File: src/rtl/dsp_pkg.sv
// Package of constants and types for the display serial host port
package dsp_pkg;
   // ---------------------------------------------------------------
   // Interface mode strap codes
   // ---------------------------------------------------------------
   localparam logic [2:0] DSP_MODE_3LINE = 3'h0;
   localparam logic [2:0] DSP_MODE_4LINE = 3'h1;
   localparam logic [2:0] DSP_MODE_2LANE = 3'h2;
   // ---------------------------------------------------------------
   // Command codes that start a read or a memory write
   // ---------------------------------------------------------------
   localparam logic [7:0] DSP_CMD_RD_STAT_LO = 8'h0a;
   localparam logic [7:0] DSP_CMD_RD_STAT_HI = 8'h0f;
   localparam logic [7:0] DSP_CMD_RD_ID_ONE  = 8'hda;
   localparam logic [7:0] DSP_CMD_RD_ID_TWO  = 8'hdb;
   localparam logic [7:0] DSP_CMD_RD_ID_THR  = 8'hdc;
   localparam logic [7:0] DSP_CMD_RD_DISP_ID = 8'h04;
   localparam logic [7:0] DSP_CMD_RD_DISP_ST = 8'h09;
   localparam logic [7:0] DSP_CMD_MEM_WRITE  = 8'h2c;
   localparam logic [7:0] DSP_CMD_MEM_CONT   = 8'h3c;
   // ---------------------------------------------------------------
   // Read response lengths in bits
   // ---------------------------------------------------------------
   localparam logic [5:0] DSP_RD_LEN_BYTE = 6'h08;
   localparam logic [5:0] DSP_RD_LEN_ID   = 6'h18;
   localparam logic [5:0] DSP_RD_LEN_STAT = 6'h20;
   localparam int         DSP_FIFO_DEPTH  = 8;
   localparam int         DSP_WORD_W      = 10;

   // Word in the FIFO: flag, memory-write marker, byte
   typedef struct packed {
      logic       is_data;
      logic       is_mem;
      logic [7:0] byte_val;
   } dsp_word_t;

   typedef enum logic [3:0] {
      DSP_IDLE  = 4'h1,
      DSP_RECV  = 4'h2,
      DSP_TURN  = 4'h4,
      DSP_SEND  = 4'h8
   } dsp_state_t;
endpackage

File: src/rtl/dsp_stream_if.sv
// Interface carrying received words between the receiver and the FIFO
interface dsp_stream_if;
   import dsp_pkg::*;
   logic      valid;
   logic      ready;
   dsp_word_t data;
   modport src (output valid, output data, input ready);
   modport dst (input valid, input data, output ready);
endinterface

File: src/rtl/dsp_fifo.sv
// Word FIFO with valid and ready on both sides
module dsp_fifo #(
   parameter int WIDTH = dsp_pkg::DSP_WORD_W,
   parameter int DEPTH = dsp_pkg::DSP_FIFO_DEPTH
) (
   input  wire logic             clock,
   input  wire logic             reset,
   dsp_stream_if.dst             wr,
   output logic                  rd_valid,
   input  wire logic             rd_ready,
   output logic [WIDTH-1:0]      rd_data
);
   import dsp_pkg::*;
   localparam int AW = $clog2(DEPTH);

   typedef struct packed {
      logic [AW:0] wr_ptr;
      logic [AW:0] rd_ptr;
   } dsp_fifo_st_t;

   dsp_fifo_st_t     st_r;
   dsp_fifo_st_t     st_nxt;
   logic [WIDTH-1:0] mem [DEPTH];
   logic             full;
   logic             empty;
   logic             do_wr;
   logic             do_rd;

   assign full     = (st_r.wr_ptr[AW] != st_r.rd_ptr[AW]) &&
                     (st_r.wr_ptr[AW-1:0] == st_r.rd_ptr[AW-1:0]);
   assign empty    = st_r.wr_ptr == st_r.rd_ptr;
   assign wr.ready = !full;
   assign do_wr    = wr.valid && !full;
   assign do_rd    = rd_ready && !empty;
   assign rd_valid = !empty;
   assign rd_data  = mem[st_r.rd_ptr[AW-1:0]];

   always_comb begin
      st_nxt = st_r;
      if (do_wr) begin
         st_nxt.wr_ptr = st_r.wr_ptr + 1'b1;
      end
      if (do_rd) begin
         st_nxt.rd_ptr = st_r.rd_ptr + 1'b1;
      end
   end

   always_ff @(posedge clock) begin
      if (reset) begin
         st_r <= '0;
      end else begin
         st_r <= st_nxt;
      end
      if (do_wr) begin
         mem[st_r.wr_ptr[AW-1:0]] <= WIDTH'(wr.data);
      end
   end
endmodule

File: src/rtl/dsp_host_port.sv
// Serial host command port: receiver, read responder and output FIFO
// ---------------------------------------------------------------
// ---------------------------------------------------------------
module dsp_host_port (
   input  wire logic               clock,
   input  wire logic               reset,
   input  wire logic               hw_reset_n,
   input  wire logic [2:0]         interface_mode_straps,
   input  wire logic               serial_chip_select_n,
   input  wire logic               serial_clock_pin,
   input  wire logic               cmd_flag_serial_pin,
   input  wire logic               primary_data_lane_in,
   output logic                    primary_data_lane_out,
   output logic                    primary_data_lane_oe,
   output logic                    word_valid,
   input  wire logic               word_ready,
   output logic                    word_is_data,
   output logic                    word_is_mem,
   output logic [7:0]              word_byte,
   output logic                    overrun,
   input  wire logic [31:0]        read_value
);
   import dsp_pkg::*;

   // ---------------------------------------------------------------
   // Pin synchronisers
   // ---------------------------------------------------------------
   // Every pin passes two flops; edges are found on the second stage
   logic [4:0] meta_r;
   logic [4:0] sync_r;
   logic [2:0] mode_meta_r;
   logic [2:0] mode_sync_r;
   logic       sclk_d_r;
   logic       csn_d_r;

   always_ff @(posedge clock) begin
      meta_r   <= {hw_reset_n, serial_chip_select_n, serial_clock_pin,
                   cmd_flag_serial_pin, primary_data_lane_in};
      sync_r   <= meta_r;
      mode_meta_r <= interface_mode_straps;
      mode_sync_r <= mode_meta_r;
      sclk_d_r <= sync_r[2];
      csn_d_r  <= sync_r[3];
   end

   logic hrst_n;
   logic csn;
   logic sclk;
   logic cmd_flag_pin;
   logic sda;
   logic sclk_rise;
   logic sclk_fall;
   logic cs_fall;
   assign hrst_n    = sync_r[4];
   assign csn       = sync_r[3];
   assign sclk      = sync_r[2];
   assign cmd_flag_pin       = sync_r[1];
   assign sda       = sync_r[0];
   assign sclk_rise = sclk && !sclk_d_r && !csn;
   assign sclk_fall = !sclk && sclk_d_r && !csn;
   assign cs_fall   = !csn && csn_d_r;

   // ---------------------------------------------------------------
   // Command length and mode decode
   // ---------------------------------------------------------------
   function automatic logic [5:0] rd_len(input logic [7:0] cmd);
      if (cmd >= DSP_CMD_RD_STAT_LO && cmd <= DSP_CMD_RD_STAT_HI) begin
         rd_len = DSP_RD_LEN_BYTE;
      end else if (cmd == DSP_CMD_RD_ID_ONE || cmd == DSP_CMD_RD_ID_TWO ||
                   cmd == DSP_CMD_RD_ID_THR) begin
         rd_len = DSP_RD_LEN_BYTE;
      end else if (cmd == DSP_CMD_RD_DISP_ID) begin
         rd_len = DSP_RD_LEN_ID;
      end else if (cmd == DSP_CMD_RD_DISP_ST) begin
         rd_len = DSP_RD_LEN_STAT;
      end else begin
         rd_len = 6'h00;
      end
   endfunction

   // Short responses are left-justified so bit 31 always leads the shifter
   function automatic logic [31:0] rd_align(input logic [5:0] len, input logic [31:0] val);
      if (len == DSP_RD_LEN_BYTE) begin
         rd_align = {val[7:0], 24'h000000};
      end else if (len == DSP_RD_LEN_ID) begin
         rd_align = {val[23:0], 8'h00};
      end else begin
         rd_align = val;
      end
   endfunction

   logic mode4;
   logic mode2;
   assign mode4 = mode_sync_r == DSP_MODE_4LINE;
   assign mode2 = mode_sync_r == DSP_MODE_2LANE;

   // ---------------------------------------------------------------
   // Receiver state
   // ---------------------------------------------------------------
   typedef struct packed {
      dsp_state_t  state;
      logic        flag;
      logic        have_flag;
      logic [7:0]  shreg;
      logic [3:0]  nbits;
      logic        mem_mode;
      logic [7:0]  cur_cmd;
      logic [5:0]  rd_left;
      logic [31:0] rd_shift;
      logic        out_bit;
      logic        oe;
      logic        push;
      dsp_word_t   word;
      logic        overrun;
   } dsp_rx_st_t;

   dsp_rx_st_t  st_r;
   dsp_rx_st_t  st_nxt;
   dsp_stream_if fifo_in ();
   logic [DSP_WORD_W-1:0] fifo_out;

   always_comb begin
      st_nxt      = st_r;
      st_nxt.push = 1'b0;
      if (st_r.push && !fifo_in.ready) begin
         st_nxt.overrun = 1'b1;
      end
      if (csn) begin
         // Partial bits are thrown away; command context kept for pause
         st_nxt.state     = DSP_IDLE;
         st_nxt.nbits     = 4'h0;
         st_nxt.have_flag = 1'b0;
         st_nxt.oe        = 1'b0;
         st_nxt.rd_left   = 6'h00;
      end else begin
         unique case (st_r.state)
            DSP_IDLE: begin
               if (cs_fall || !csn) begin
                  st_nxt.state = DSP_RECV;
               end
            end
            DSP_RECV: begin
               if (sclk_rise) begin
                  if (!mode4 && !st_r.have_flag) begin
                     st_nxt.flag      = sda;
                     st_nxt.have_flag = 1'b1;
                  end else begin
                     if (mode2 && st_r.flag && st_r.mem_mode) begin
                        // Primary lane holds the upper bit of the pair
                        st_nxt.shreg = {st_r.shreg[5:0], sda, cmd_flag_pin};
                        st_nxt.nbits = st_r.nbits + 4'h2;
                     end else begin
                        st_nxt.shreg = {st_r.shreg[6:0], sda};
                        st_nxt.nbits = st_r.nbits + 4'h1;
                     end
                     if (mode4 && st_r.nbits == 4'h7) begin
                        st_nxt.flag = cmd_flag_pin;
                     end
                  end
               end
               if (st_r.nbits == 4'h8) begin
                  // Byte complete: next rising edge opens a new packet
                  st_nxt.nbits     = 4'h0;
                  st_nxt.have_flag = 1'b0;
                  st_nxt.push      = 1'b1;
                  st_nxt.word      = '{is_data: st_r.flag,
                                       is_mem: st_r.flag && st_r.mem_mode,
                                       byte_val: st_r.shreg};
                  if (!st_r.flag) begin
                     // New command closes any earlier parameter run
                     st_nxt.cur_cmd  = st_r.shreg;
                     st_nxt.mem_mode = st_r.shreg == DSP_CMD_MEM_WRITE ||
                                       st_r.shreg == DSP_CMD_MEM_CONT;
                     st_nxt.rd_left  = rd_len(st_r.shreg);
                     st_nxt.rd_shift = rd_align(rd_len(st_r.shreg), read_value);
                     if (rd_len(st_r.shreg) != 6'h00) begin
                        st_nxt.state = DSP_TURN;
                     end
                  end
                  // A data byte leaves cur_cmd and mem_mode for resume
               end
            end
            DSP_TURN: begin
               // Host has released the line by this falling edge
               if (sclk_fall) begin
                  st_nxt.oe       = 1'b1;
                  st_nxt.out_bit  = st_r.rd_shift[31];
                  st_nxt.rd_shift = {st_r.rd_shift[30:0], 1'b0};
                  st_nxt.state    = DSP_SEND;
               end
            end
            DSP_SEND: begin
               if (sclk_rise) begin
                  st_nxt.rd_left = st_r.rd_left - 6'h01;
               end
               if (sclk_fall) begin
                  if (st_r.rd_left == 6'h00) begin
                     st_nxt.oe = 1'b0;
                  end else begin
                     st_nxt.out_bit  = st_r.rd_shift[31];
                     st_nxt.rd_shift = {st_r.rd_shift[30:0], 1'b0};
                  end
               end
            end
            default: begin
               st_nxt.state = DSP_IDLE;
            end
         endcase
      end
      if (!hrst_n) begin
         // Hardware reset drops everything; memory mode is left, so the next data byte is not a memory write
         st_nxt = '0;
         st_nxt.state = DSP_IDLE;
      end
   end

   always_ff @(posedge clock) begin
      if (reset) begin
         st_r       <= '0;
         st_r.state <= DSP_IDLE;
      end else begin
         st_r <= st_nxt;
      end
   end

   // ---------------------------------------------------------------
   // Output FIFO
   // ---------------------------------------------------------------
   // Back-pressure: a word arriving while full raises the sticky overrun
   assign fifo_in.valid = st_r.push;
   assign fifo_in.data  = st_r.word;

   // Registered output stage so every output comes from a flop
   logic       word_valid_hold;
   dsp_word_t  out_w_r;
   logic       out_v_r;
   assign word_valid_hold = out_v_r && !word_ready;

   // Pop exactly when the output stage loads, or a word would be shown twice
   logic fifo_valid;
   dsp_fifo #(
      .WIDTH (DSP_WORD_W),
      .DEPTH (DSP_FIFO_DEPTH)
   ) u_fifo (
      .clock    (clock),
      .reset    (reset),
      .wr       (fifo_in),
      .rd_valid (fifo_valid),
      .rd_ready (!word_valid_hold),
      .rd_data  (fifo_out)
   );

   always_ff @(posedge clock) begin
      if (reset) begin
         out_v_r <= 1'b0;
         out_w_r <= '0;
      end else if (!word_valid_hold) begin
         out_v_r <= fifo_valid;
         out_w_r <= dsp_word_t'(fifo_out);
      end
   end

   assign word_valid            = out_v_r;
   assign word_is_data          = out_w_r.is_data;
   assign word_is_mem           = out_w_r.is_mem;
   assign word_byte             = out_w_r.byte_val;
   assign overrun               = st_r.overrun;
   assign primary_data_lane_out = st_r.out_bit;
   assign primary_data_lane_oe  = st_r.oe;

   // ---------------------------------------------------------------
   // Checks
   // ---------------------------------------------------------------
   property p_cs_idle;
      @(posedge clock) disable iff (reset) csn |=> st_r.state == DSP_IDLE && !st_r.oe;
   endproperty
   a_cs_idle: assert property (p_cs_idle) else $error("receiver active while deselected");

   property p_hw_reset;
      @(posedge clock) disable iff (reset) !hrst_n |=> st_r.nbits == 4'h0 && !st_r.mem_mode;
   endproperty
   a_hw_reset: assert property (p_hw_reset) else $error("hardware reset left state");

   property p_cmd_flag;
      @(posedge clock) disable iff (reset)
         st_r.push && !st_r.word.is_data |-> !st_r.word.is_mem;
   endproperty
   a_cmd_flag: assert property (p_cmd_flag) else $error("command routed to memory");

   property p_out_on_fall;
      @(posedge clock) disable iff (reset)
         $changed(st_r.out_bit) && st_r.oe |-> $past(sclk_fall);
   endproperty
   a_out_on_fall: assert property (p_out_on_fall) else $error("read bit moved off falling edge");

   property p_no_drive_idle;
      @(posedge clock) disable iff (reset) st_r.oe |-> !csn || $past(!csn);
   endproperty
   a_no_drive_idle: assert property (p_no_drive_idle) else $error("line driven while deselected");

   property p_byte_push;
      @(posedge clock) disable iff (reset)
         st_r.nbits == 4'h8 && !csn && hrst_n |=> st_r.push && st_r.nbits == 4'h0;
   endproperty
   a_byte_push: assert property (p_byte_push) else $error("completed byte not pushed");

   property p_data_keeps_cmd;
      @(posedge clock) disable iff (reset)
         st_r.push && st_r.word.is_data |-> $stable(st_r.cur_cmd);
   endproperty
   a_data_keeps_cmd: assert property (p_data_keeps_cmd) else $error("data byte changed command");

   property p_turn_next;
      @(posedge clock) disable iff (reset)
         st_r.state == DSP_TURN && sclk_fall && !csn && hrst_n |=> st_r.oe;
   endproperty
   a_turn_next: assert property (p_turn_next) else $error("response not driven");

   property p_resp_len;
      @(posedge clock) disable iff (reset)
         st_r.state == DSP_SEND && st_r.rd_left == 6'h00 && sclk_fall && hrst_n |=> !st_r.oe;
   endproperty
   a_resp_len: assert property (p_resp_len) else $error("response ran past its length");
endmodule

File: config.mk
export PLATFORM = sky130hd
export DESIGN_NAME = dsp_host_port
export DESIGN_NICKNAME = d
export VERILOG_FILES = /design/src/rtl/dsp_pkg.sv /design/src/rtl/dsp_stream_if.sv /design/src/rtl/dsp_fifo.sv /design/src/rtl/dsp_host_port.sv
export SDC_FILE = /design/constraint.sdc
export NUM_CORES = 1
export LEC_CHECK = 0
export ABC_CLOCK_PERIOD_IN_PS = 3550
export BUFFER_PORTS_ARGS = -buffer_cell sky130_fd_sc_hd__buf_2
export CAP_MARGIN = 25
export CORE_AREA = 2 2 146 148
export DETAILED_ROUTE_END_ITERATION = 10
export DIE_AREA = 0 0 148 150
export GPL_ROUTABILITY_DRIVEN = 0
export SLEW_MARGIN = 5
export SYNTH_ARGS = -nofsm -noshare
export SYNTH_HDL_FRONTEND = slang
export SYNTH_SLANG_ARGS = --single-unit
File: constraint.sdc
create_clock -name clock -period 3.55 [get_ports clock]
set_input_delay 0.5325 -clock clock [delete_from_list [all_inputs] [get_ports clock]]
set_output_delay 0.5325 -clock clock [all_outputs]
set_load 0.01 [all_outputs]
# == Yosys cells after proc, flatten, opt, wreduce, memory -nomap -nowiden ==
# Memory sizes are Yosys's and may differ from the RTL's. A register that Yosys moved wholly into a read port is not among the register bits.
# Cells that the tools add are included.
# word_totals
register_bits,106
latchBits,0
ram_bits,80
rom_bits,0
input_bits,43
wordCells,157
memories,1
# classes
add_sub_neg,5
n_mul,0
n_div,0
magnitude_cmp,2
n_eq_ne,30
n_shift,0
mux,36
n_bitwise,6
n_reduce_logical,52
# mem_list
memory,words,width,read_ports,rd_ports_with_merged_regs,wr,line,rtl
u_fifo.mem,8,10,1,1,1,dsp_fifo.sv:23,logic [WIDTH-1:0] mem [DEPTH];
# ops
op,count
$pmux W32 S3,1
$mux W34,2
$mux W32,2
$mux W6,9
$mux W51,1
$mux W47,1
$mux W33,1
$eq A8 B8 Y1 const B,3
$mux W12,2
$mux W4,5
$reduce_and A4 Y1,5
$ne A2 B2 Y1 const B,9
$eq A8 B6 Y1 const B,2
$logic_and A1 B1 Y1,16
$pmux W4 S4,1
$mux W13,1
$add A4 B1 Y4 const B,3
$pmux W6 S2,1
$mux W11,1
$logic_not A1 Y1,10
$reduce_bool A2 Y1,5
$reduce_and A3 Y1,3
$eq A4 B3 Y1 const B,2
$eq A4 B4 Y1 const B,2
other kinds (29),43

# == Logic depth before layout (Yosys ltp) ==
# Gate-level depths: netlist of run 1.
# logic_depth
word_depth,15
depth_mapped,9
mapped_depth_nobuf,7

# == Cells and area by module ==
# Synthesis of run 1 repeated with hierarchy kept, for this count alone.
# hier_totals
cells_unflattened,734
area_unflattened_um2,8310.5
# by_module_without_submodules
module,instances,cells_per_inst,area_per_inst_um2
dsp_host_port,1,534,4545.6
dsp_fifo,1,200,3764.9

# == Worst setup path before layout of run 1 ==
# Ideal clock, no wire load.
# synth_timing
kind,reg2reg
start,register u_fifo.st_r[4] (netlist bit)
end,"memory u_fifo.mem[0][0] (netlist bit), enable pin"
setup_time_ns,0.390
t_arrival_ns,2.072
t_required_ns,3.160
path_slack_ns,1.088
stages_incl_launch_ff,6
path_buffers,1
synth_period_minus_slack_ns,2.462
path_cell_list,dfxtp_1 > clkbuf_1 > xnor2_1 > a41oi_1 > nand2b_1 > nor3_1
# synth_via
elab_chain_cells,6
# synth_lines
item,line,rtl
"start, declared",dsp_fifo.sv:21,dsp_fifo_st_t st_r;
"start signal, assigned",dsp_fifo.sv:52,st_r <= st_nxt;
$eq A3 B3 Y1,dsp_fifo.sv:30,(st_r.wr_ptr[AW-1:0] == st_r.rd_ptr[AW-1:0]);
$logic_and A1 B1 Y1,dsp_fifo.sv:29,assign full = (st_r.wr_ptr[AW] != st_r.rd_ptr[AW]) &&
$logic_not A1 Y1,--,
$logic_and A1 B1 Y1,dsp_fifo.sv:33,assign do_wr = wr.valid && !full;
$mux W1,dsp_fifo.sv:54,if (do_wr) begin
$mux W1 (not written as such),dsp_fifo.sv:55,mem[st_r.wr_ptr[AW-1:0]] <= WIDTH'(wr.data);
"end, declared",dsp_fifo.sv:23,
# Parallel ways exist; a longest one is shown, timed or not.

# == Worst setup path in the final report of run 1 ==
# layout_timing
start,register st_r[76] (netlist bit)
end,register st_r[26] (netlist bit)
# layout_via
elab_chain_cells,3
word_cells_on_any_way,11
cone_classes,eq/ne: 8; mux: 1; reduce/logical: 2
# layout_lines
item,line,rtl
"start, declared",dsp_host_port.sv:117,dsp_rx_st_t st_r;
"start signal, assigned",dsp_host_port.sv:222,st_r <= st_nxt;
"$eq A4 B4 Y1, or another cell as far along",dsp_host_port.sv:136,unique case (st_r.state)
$ne A2 B2 Y1 (no source line) or $reduce_bool A3 Y1 (tied branches),--,
$reduce_and A7 Y1 (no source line),--,
# Parallel ways exist; a longest one is shown, timed or not.
# A chain may end at the register's enable or synchronous reset.

==> out/metrics.cfg, run 1 <==
[floorplan]
start_util_pct = 39.2
die-area_um2 = 22200
boundaryPins = 57
die_h_um = 150
rows = 53
die_x_um = 148
core-area_um2 = 20700

[timing]
rsz0062_at_grt = no
fmax_mhz = 351
fin_skew_ps = 10.6
final-setup-viol-count = 0
tightestPinTransition_ps = 914
tns_ps = 0
fin_crit_ps = 2850
timing.slew.headroom_pct = 39.0
fin_crit_sh_pct = 80.3
finalMaxSlewViolations = 0
hold_viol = 0

[clock_network]
clock_path_buffers = 2
cts_inserted_buffers = 17
cts.sinks = 187
ctsRootBufferMaster = clkbuf_16
cts_hold_buffers = 0
cts_setup_buffers = 0
clkLatencyLatePin_ps = 440
post_cts_resized = 0
cts.clk_slew.worst_paths_ps = 60
htreeDepth = 4
cts_tree = yes

[placement]
dp_hpwl_um = 11700
port_buffers = 56
postPlaceCellArea_um2 = 8630

[global_routing]
grt_pass1_vias = 5449
grt_overflow = 0
track_usage_pct = 16.4
grt_pass1_wl_um = 28500
antenna_found_initial = 0
grt_max_degree = 49

[status]
outcome = completed

[yosys]
syn_area_per_cell_um2 = 11.6
synth.yosys.seq_area_share_pct = 56.0
ys_ff_latch = 187
ys.flop_type = dfxtp_1
syn_inst = 699
syn-cell-area_um2 = 8110
yosysUniqueCellTypes = 57
synth-edff-count = 80
async_flop_share_pct = 0
syn_nets = 749
ys_warn_count = 0

[worst_setup_path]
timing.rr.start = st_r[76]
crit_path_end_kind = register
reg2reg_depth = 5
r2r_end = st_r[26]
critPathRequiredTime_ps = 3900
r2r_slack_ps = 700
slowest_stage = o2111a_2
crit_start = st_r[76]
crit_family = compound AO/OA/AOI/OAI gates
path_max_fanout = 47
slowest_delay_ps = 880
crit_path_start_kind = register
worst-path-buf-inv = 0
crit_chain = or4b_1, nor3_4, o2111a_2, o211ai_1, o21ai_0
cp.arrival_ps = 3200
path_class = register to register
crit_cells = 5
cp-endpoint = st_r[26]

[power]
p_int_uw = 3380
p_sw_uw = 920
p_sw_share_pct = 21.4
clockPowerShare_pct = 43.7
ir_worst_vdd_uv = 318
seqPwrFrac_pct = 52.6
leakagePower_uw = 0.00291
power_density_nw_per_um2 = 466
pwr-share-comb_pct = 3.8

[final_layout]
final_cell_area_um2 = 9230
syn_to_final_growth_pct = 13.8
layout-drive-gt1-share_pct = 20.9
register_area_um2 = 4540
fillers = 1901
layout.nets = 787
multiInputGateArea_um2 = 3270
antenna_cells = 0

[detailed_routing]
drc_errors = 0
dr_total_vias = 5668
dr.pass1.iters = 5
ant_nets = 0
vias_per_cell = 5.53
drt-total-wl_um = 17600
post_drt_wl_per_cell_um = 17.2
detail_route.iter0.violations = 386

[worst_hold_path]
hp-class = input pin to register

[flow_run]
maxCapViolations = 0

## through the flow
step / instances / setup WS, ps / total power (uW) / util, % / hold WS [ps]
after global routing: 1025 / 477 / 4450 / 44.6 / 177
after detailed placement: 992 / 697 / 2470 / 41.7 / 312
final: 1025 / 699 / 4300 / 44.6 / 201
after floorplan: 699 / 1090 / 2410 / - / 310
after global placement: 992 / 839 / 2470 / 41.7 / 313
after CTS: 1024 / 689 / 4340 / 44.5 / 182
## flip-flops by register name, indices dropped and copies added, names as in the netlist
signal,cells
sclk_d_r,1
overrun,1
mode_sync_r,3
word_byte,8
word_valid,1
word_is_data,1
fifo_in.data,10
primary_data_lane_out,1
u_fifo.st_r,8
word_is_mem,1
sync_r,5
fifo_in.valid,1
primary_data_lane_oe,1
u_fifo.mem,80
st_r,57
mode_meta_r,3
meta_r,5
## worst reg2reg max path, delay by kind of cell (launching register included)
kind	cells	cell delay, ps
AO/OA/AOI/OAI	3	1310
flip-flops	1	500
AND/OR/NAND/NOR	2	960
## layout make-up
| class | instances | area share (%) |
|---|---|---|
| sequential | 187 | 49.2 |
| multi-input combinational | 441 | 35.4 |
| clock buffer | 20 | 4.84 |
| timing repair buffer | 76 | 4.74 |
| tap | 275 | 3.73 |
| clock inverter | 12 | 1.46 |
| inverter | 14 | 0.569 |
## cell usage after synthesis (all sizes together), types with 3 or more instances
| cell type | instances | area share [%] |
|---|---|---|
| a211oi | 20 | 1.9 |
| a21o | 12 | 1.1 |
| a21oi | 19 | 1.2 |
| a221oi | 7 | 0.76 |
| a31oi | 32 | 2.5 |
| and3 | 5 | 0.39 |
| buf | 26 | 1.9 |
| clkbuf | 31 | 1.4 |
| dfxtp | 107 | 26 |
| edfxtp | 80 | 30 |
| ha | 7 | 1.1 |
| inv | 14 | 0.65 |
| mux2i | 32 | 4.0 |
| mux4 | 20 | 5.6 |
| nand2 | 20 | 0.93 |
| nand2b | 10 | 0.77 |
| nand3 | 24 | 1.5 |
| nand4 | 20 | 1.5 |
| nand4b | 3 | 0.32 |
| nor2 | 67 | 3.1 |
| nor2b | 5 | 0.39 |
| nor3 | 11 | 0.82 |
| nor3b | 4 | 0.37 |
| nor4 | 12 | 1.0 |
| nor4b | 3 | 0.48 |
| o211ai | 21 | 2.6 |
| o21ai | 47 | 3.4 |
| xnor2 | 8 | 0.86 |
| xor2 | 7 | 0.76 |
## cell usage in the layout, fill, tap and decap left out, types with 19 or more instances in the layout
master / count
dfxtp_1: 107
edfxtp_1: 80
nor2_1: 66
buf_2: 56
o21ai_0: 32
mux2i_1: 32
a31oi_1: 32
nand3_1: 24
a211oi_1: 20
nand2_1: 20
nand4_1: 20
mux4_2: 20
a21oi_1: 19
buf_4: 19
## how the worst min path moves through the flow
| stage | startpoint | end | slack (ps) | cells after the start |
|---|---|---|---|---|
| 6_report | primary_data_lane_in | meta_r[0] | 200 | 1 |
| 5_1_grt | primary_data_lane_in | meta_r[0] | 180 | 1 |
| 4_1_cts | primary_data_lane_in | meta_r[0] | 180 | 1 |
| 3_5_place_dp | meta_r[3] | sync_r[3] | 310 | 0 |
| 3_3_place_gp | meta_r[2] | sync_r[2] | 310 | 0 |
| 2_1_floorplan | mode_meta_r[0] | mode_sync_r[0] | 310 | 0 |
## routing by layer
layer | up-vias | global-route usage, % | share of wire, %
li1 | 2741 | - | -
met1 | 2792 | 20.7 | 45
met2 | 115 | 27.9 | 50
met3 | 20 | 3.54 | 3.9
met4 | 0 | 5.57 | 0.95
met5 | - | 0 | 0
## power by group through the flow
| stage | clock, uW | combinational, uW | sequential (uW) |
|---|---|---|---|
| floorplan | 0 | 103 | 2310 |
| global placement | 0 | 165 | 2310 |
| detailed placement | 0 | 166 | 2310 |
| CTS | 1920 | 167 | 2260 |
| global route | 2010 | 180 | 2260 |
| finish | 1880 | 162 | 2260 |
## logic make-up (layout without fill, tap and decap cells)
kind of cell	count (synthesis)	after routing	share of synthesized area [%]
AOI/OAI and AO/OA	173	173	15.1
and+or+nand+nor	194	194	12.6
xor gates and xnor gates	15	15	1.62
adders and majority gates	7	7	1.08
DFF	187	187	56.0
muxes	52	52	9.50
buffers and inverters	71	122	4.01
Power figures use the tool's default switching activity.
==> run 2, diff against run 1 <==
Settings changed: ABC_AREA set to 1, ABC_CLOCK_PERIOD_IN_PS 3550 to 2550, CORE_AREA 2 2 146 148 to 2 2 151 153, DIE_AREA 0 0 148 150 to 0 0 153 155.
Clock period 3.55 ns to 2.55 ns, I/O delays scaled along.
==> run 2 against run 1 <==
Clock power grew 47%. Synthesized cell count grew 61%. Via count grew 26%. Die area grew 6.8%. Utilization is essentially flat. Clock skew grew 3.5 ps. Register-to-register slack lost 200 ps. Flip-flop and latch count is the same. Critical path type unchanged. Largest power group unchanged.
==> out/metrics.cfg, run 2 <==
[timing]
rsz0062_at_grt = no
timing.slew.headroom_pct = 58.5  ; +19 points
final-setup-viol-count = 0  ; unchanged
tightestPinTransition_ps = 621  ; -293 ps
hold_viol = 0  ; unchanged
tns_ps = 0  ; unchanged
fin_skew_ps = 14.1  ; +3.52 ps
fin_crit_sh_pct = 80.4  ; +0.13 points
finalMaxSlewViolations = 0  ; unchanged
fin_crit_ps = 2050  ; -800 ps
fmax_mhz = 488  ; +39%

[detailed_routing]
drt-total-wl_um = 20200  ; +15%
ant_nets = 0  ; unchanged
dr_total_vias = 7157  ; +26%
detail_route.iter0.violations = 475  ; +23%
dr.pass1.iters = 5  ; unchanged
vias_per_cell = 4.85  ; -12%
post_drt_wl_per_cell_um = 13.7  ; -20%
drc_errors = 0  ; unchanged

[final_layout]
multiInputGateArea_um2 = 3480  ; +6.6%
layout.nets = 1229  ; +56%
fillers = 2251  ; +18%
final_cell_area_um2 = 9910  ; +7.4%
register_area_um2 = 4540  ; unchanged
largest_reg_flops = 80  ; unchanged
instances_no_fill = 1477  ; +44%
final_cell_mix = nand2_1 (307), nor2_1 (173), inv_1 (114)
syn_to_final_growth_pct = 13.8  ; about the same
final_common_cell = nand2_1
layout-drive-gt1-share_pct = 11.2  ; -9.8 points
antenna_cells = 0  ; unchanged

[global_routing]
grt_use_met2_pct = 28.6  ; +0.70 points
grt_pass1_wl_um = 32800  ; +15%
track_usage_pct = 17.2  ; +0.81 points
grt_pass1_vias = 6495  ; +19%
top_usage_layer = met2
grt_max_degree = 46  ; -6.1%
gr-usage-met1_pct = 23.0  ; +2.3 points
grt_overflow = 0  ; unchanged
grt_use_met3_pct = 3.26  ; -0.28 points
antenna_found_initial = 0  ; unchanged

[floorplan]
die_h_um = 155  ; +3.3%
core-area_um2 = 22200  ; +7.4%
rows = 55  ; +3.8%
die_x_um = 153  ; +3.4%
boundaryPins = 57  ; unchanged
start_util_pct = 39.2  ; about the same
die-area_um2 = 23700  ; +6.8%

[yosys]
syn_inst = 1125  ; +61%
synth_area_leaders = edfxtp_1 (28%), dfxtp_1 (25%), nand2_1 (13%), nor2_1 (7.5%), inv_1 (4.9%)
synthTopCellsByCount = nand2_1 (307), nor2_1 (173), inv_1 (114)
ys_ff_latch = 187  ; unchanged
ys_warn_count = 0  ; unchanged
syn-cell-area_um2 = 8710  ; +7.4%
syn_area_per_cell_um2 = 7.74  ; -33%
synth.yosys.seq_area_share_pct = 52.2  ; -3.9 points
yosysUniqueCellTypes = 35  ; -39%
yosys.area.top_type = edfxtp_1
async_flop_share_pct = 0  ; unchanged
syn_nets = 1175  ; +57%
synth-edff-count = 80  ; unchanged
ys.flop_type = dfxtp_1
yosysMostFrequentCell = nand2_1
synth_top_area_share_pct = 27.6  ; -2.1 points

[clock_network]
clock_path_buffers = 2  ; unchanged
clkLatencyLatePin_ps = 430  ; about the same
ctsRootBufferMaster = clkbuf_16
cts.sinks = 187  ; unchanged
cts_inserted_buffers = 17  ; unchanged
cts.clk_slew.worst_paths_ps = 70  ; about the same
cts_setup_buffers = 0  ; unchanged
cts_hold_buffers = 0  ; unchanged
post_cts_resized = 0  ; unchanged
cts_tree = yes
htreeDepth = 4  ; unchanged

[worst_setup_path]
crit_path_end_kind = register
crit_family = simple AND/OR/NAND/NOR gates
path_max_fanout = 7  ; -85%
cp.arrival_ps = 2190  ; -1010 ps
crit_cells = 7  ; +2
reg2reg_depth = 7  ; +2
crit_path_start_kind = register
critPathRequiredTime_ps = 2690  ; -1210 ps
worst-path-buf-inv = 1  ; +1
path_class = register to register
crit_chain = xor2_1, nor2_1, nand3b_1, nand2_1, or2_2, nor2_1, buf_4
slowest_stage = dfxtp_1
slowest_delay_ps = 460  ; -420 ps
crit_path_frequent_cell = nor2_1

[placement]
postPlaceCellArea_um2 = 9310  ; +7.8%
dpl.cell_count = 1445  ; +46%
dp_hpwl_um = 13300  ; +14%
port_buffers = 56  ; unchanged

[worst_hold_path]
hold_depth = 1  ; unchanged
hp-class = input pin to register

[status]
outcome = completed

[power]
ir_worst_vdd_uv = 361  ; +13%
power_density_nw_per_um2 = 707  ; +52%
leakagePower_uw = 0.00416  ; +43%

[flow_run]
maxCapViolations = 0  ; unchanged

-- run 2: cell families (layout without fill, tap and decap cells) --
kind of cell / Yosys count / count (layout) / share of synthesized area [%]
simple gates: 594 / 594 / 28.1
flops: 187 / 187 / 52.2
buf+inv: 166 / 233 / 7.84
compound gates: 162 / 162 / 10.0
xor+xnor: 9 / 9 / 0.905
fa+ha+maj: 7 / 7 / 1.01
-- run 2: path summary, 6_finish.rpt --
path              slack, ps                to           start
hold / removal           50         meta_r[4]      hw_reset_n
hold reg to reg         330         sync_r[3]       meta_r[3]
setup reg to reg        500  u_fifo.mem[2][8]  u_fifo.st_r[5]
setup / recovery        500  u_fifo.mem[2][8]  u_fifo.st_r[5]
-- run 2: power breakdown --
part           internal, uW  switching [uW]
combinational           316             697
sequential             3190            46.4
clock                  1560            1190
total                  5070            1940
-- run 2: area by class of cell --
type	instances	share of cell area, %
clock inverters	15	1.83
flip-flops and latches	187	45.8
repair buffers	82	4.80
multi-input cells	772	35.1
well taps	285	3.60
inverters	119	4.51
clock buffers	17	4.29
-- run 2: stage by stage --
step           hold WS [ps]  utilization, %  total power [uW]  setup WS [ps]
2_1_floorplan           310               -              3990            495
3_3_place_gp            314            41.9              4310            530
3_5_place_dp            314            41.9              4320            519
4_1_cts                28.6            44.6              7080            493
5_1_grt                28.3            44.6              7340            268
6_report               54.2            44.6              7010            499
-- run 2: layer usage --
metal	up-vias	routed length, um
met5	-	0
met4	0	216
met3	16	660
met2	112	9770
met1	3289	9590
li1	3740	-
==> run 3, diff against run 2 <==
Settings changed: ABC_AREA 1 to 0, ABC_CLOCK_PERIOD_IN_PS 2550 to 2000, CORE_AREA 2 2 151 153 to 2 2 146 148, DIE_AREA 0 0 153 155 to 0 0 148 150.
Clock period 2.55 ns to 2 ns, I/O delays scaled along.
==> run 3 against run 2 <==
Power increased by 12%. Utilization rose by 4.0 points. Combinational power down 67%. Critical endpoint is now st_r[44]. Critical path depth unchanged. Design area rose by 1.3%. Hold slack better by 89 ps. Maximum frequency down 0.33%. Sequential power rose by 24%. The run now ends with setup timing left. Register-to-register slack got worse by 560 ps. Clock skew shrank 5.5 ps. Routed wire length decreased by 6.0%.
==> out/metrics.cfg, run 3 (same netlist as run 1, synthesis figures left out) <==
[timing]
fin_skew_ps = 8.57  ; -5.51 ps
timing.slew.headroom_pct = 51.3  ; -7.2 points
fmax_mhz = 486  ; -0.33%
tightestPinTransition_ps = 730  ; +109 ps
hold_viol = 0  ; unchanged
fin_crit_sh_pct = 103  ; +22 points
whs_ps = 144  ; +89.3 ps
finalMaxSlewViolations = 0  ; unchanged
final-setup-viol-count = 24  ; +24
layout_setup_ws_ps = -58.1  ; -557 ps
fin_crit_ps = 2060  ; +6.88 ps
rsz0062_at_grt = yes

[detailed_routing]
drt-total-wl_um = 19000  ; -6.0%
vias_per_cell = 5.50  ; +13%
detail_route.iter0.violations = 465  ; -2.1%
drc_errors = 0  ; unchanged
ant_nets = 0  ; unchanged
dr_total_vias = 5965  ; -17%
post_drt_wl_per_cell_um = 17.5  ; +28%
dr.pass1.iters = 5  ; unchanged

[placement]
dp_hpwl_um = 12800  ; -4.1%
dpl.cell_count = 1038  ; -28%
port_buffers = 56  ; unchanged

[power]
p_int_uw = 6130  ; +21%
p_sw_uw = 1700  ; -12%
ir_worst_vdd_uv = 468  ; +30%
p_sw_share_pct = 21.7  ; -6.0 points
seqPwrFrac_pct = 51.2  ; +5.0 points
leakagePower_uw = 0.00328  ; -21%
clockPowerShare_pct = 44.5  ; +5.2 points
power_density_nw_per_um2 = 779  ; +10%
finalPower_uw = 7830  ; +12%
pwr-share-comb_pct = 4.3  ; -10 points

[worst_setup_path]
crit_family = simple AND/OR/NAND/NOR gates
critPathRequiredTime_ps = 2350  ; -340 ps
path_class = register to register
cp.arrival_ps = 2410  ; +220 ps
slowest_stage = or4b_4
crit_path_start_kind = register
crit_path_end_kind = register
path_max_fanout = 8  ; +1
crit_chain = or4b_4, nor3_4, o2111a_2, buf_12, clkbuf_16, o21ai_1, a31oi_1
worst-path-buf-inv = 2  ; +1
r2r_slack_ps = -60  ; -560 ps
slowest_delay_ps = 560  ; +100 ps

[global_routing]
grt_pass1_wl_um = 29600  ; -9.9%
track_usage_pct = 17.0  ; -0.17 points
grt_overflow = 0  ; unchanged
grt_max_degree = 49  ; +6.5%
antenna_found_initial = 0  ; unchanged
grt_pass1_vias = 5862  ; -9.7%

[flow_run]
maxCapViolations = 0  ; unchanged

[final_layout]
layout-drive-gt1-share_pct = 29.1  ; +18 points
layout.nets = 847  ; -31%
syn_to_final_growth_pct = 23.9
final_common_cell = dfxtp_1
largest_reg_flops = 80  ; unchanged
instances_no_fill = 1085  ; -27%
fin_util_pct = 48.6  ; +4.0 points
antenna_cells = 0  ; unchanged
final_cell_mix = dfxtp_1 (102), edfxtp_1 (80), nor2_1 (60)

[status]
outcome = finished, violations left
failed_checks = setup timing

[worst_hold_path]
hp-class = input pin to register

[floorplan]
rows = 53  ; -3.6%
die_x_um = 148  ; -3.3%
start_util_pct = 39.2  ; about the same
die_h_um = 150  ; -3.2%
core-area_um2 = 20700  ; -6.9%
boundaryPins = 57  ; unchanged
die-area_um2 = 22200  ; -6.4%

[clock_network]
ctsRootBufferMaster = clkbuf_16
clock_path_buffers = 2  ; unchanged
clkLatencyLatePin_ps = 430  ; about the same
cts_tree = yes
cts_inserted_buffers = 17  ; unchanged
htreeDepth = 4  ; unchanged
cts.sinks = 187  ; unchanged
cts.clk_slew.worst_paths_ps = 70  ; about the same

[run 3: routing by layer]
layer,routed length [um],track usage (%)
met1,8450,22.0
met3,903,4.09
met4,291,6.14
met5,0,0
met2,9380,27.9
[run 3: tightest hold or removal path, cell delays in order]
cell and delay [ps]:
buf_2 100, nand4_1 60, a31oi_1 70
[run 3: stage by stage]
stage / TNS (ps) / setup slack (ps) / cell area (um^2)
after floorplan: 0 / 1.40 / 8160
after global placement: -13.0 / -13.0 / 9130
after detailed placement: -208 / -51.5 / 9130
after CTS: 0 / 2.14 / 9850
after global routing: -2390 / -110 / 10000
final: -448 / -58.1 / 10000
[run 3: power groups by stage]
stage | Combinational (uW) | Clock, uW | Sequential (uW)
4_1_cts | 335 | 3550 | 4010
3_5_place_dp | 322 | 0 | 4100
3_3_place_gp | 316 | 0 | 4090
6_report | 335 | 3480 | 4010
2_1_floorplan | 184 | 0 | 4090
5_1_grt | 369 | 3710 | 4010
[run 3: worst paths after layout]
path              depth (start not counted)            from             end
setup / recovery                          7        st_r[75]        st_r[44]
hold / removal                            3  read_value[27]        st_r[41]
setup reg to reg                          7        st_r[75]        st_r[44]
hold reg to reg                           0  mode_meta_r[0]  mode_sync_r[0]
[run 3: cell type report]
| class | instances | area (um^2) |
|---|---|---|
| Inverter | 14 | 52.6 |
| Clock buffer | 17 | 425 |
| Tap cell | 275 | 344 |
| Timing Repair Buffer | 136 | 1070 |
| Sequential cell | 187 | 4550 |
| Multi-Input combinational cell | 441 | 3410 |
| Fill cell | 1853 | 10600 |
| Clock inverter | 15 | 189 |
[run 3: timing repair]
action,CTS,global route
buffers inserted,0,4
endpoints found under the hold margin,8,0
gates resized for setup,8,30
endpoints found under the setup margin,23,52
hold buffers,8,0
pin swaps,1,9
gates cloned,0,3
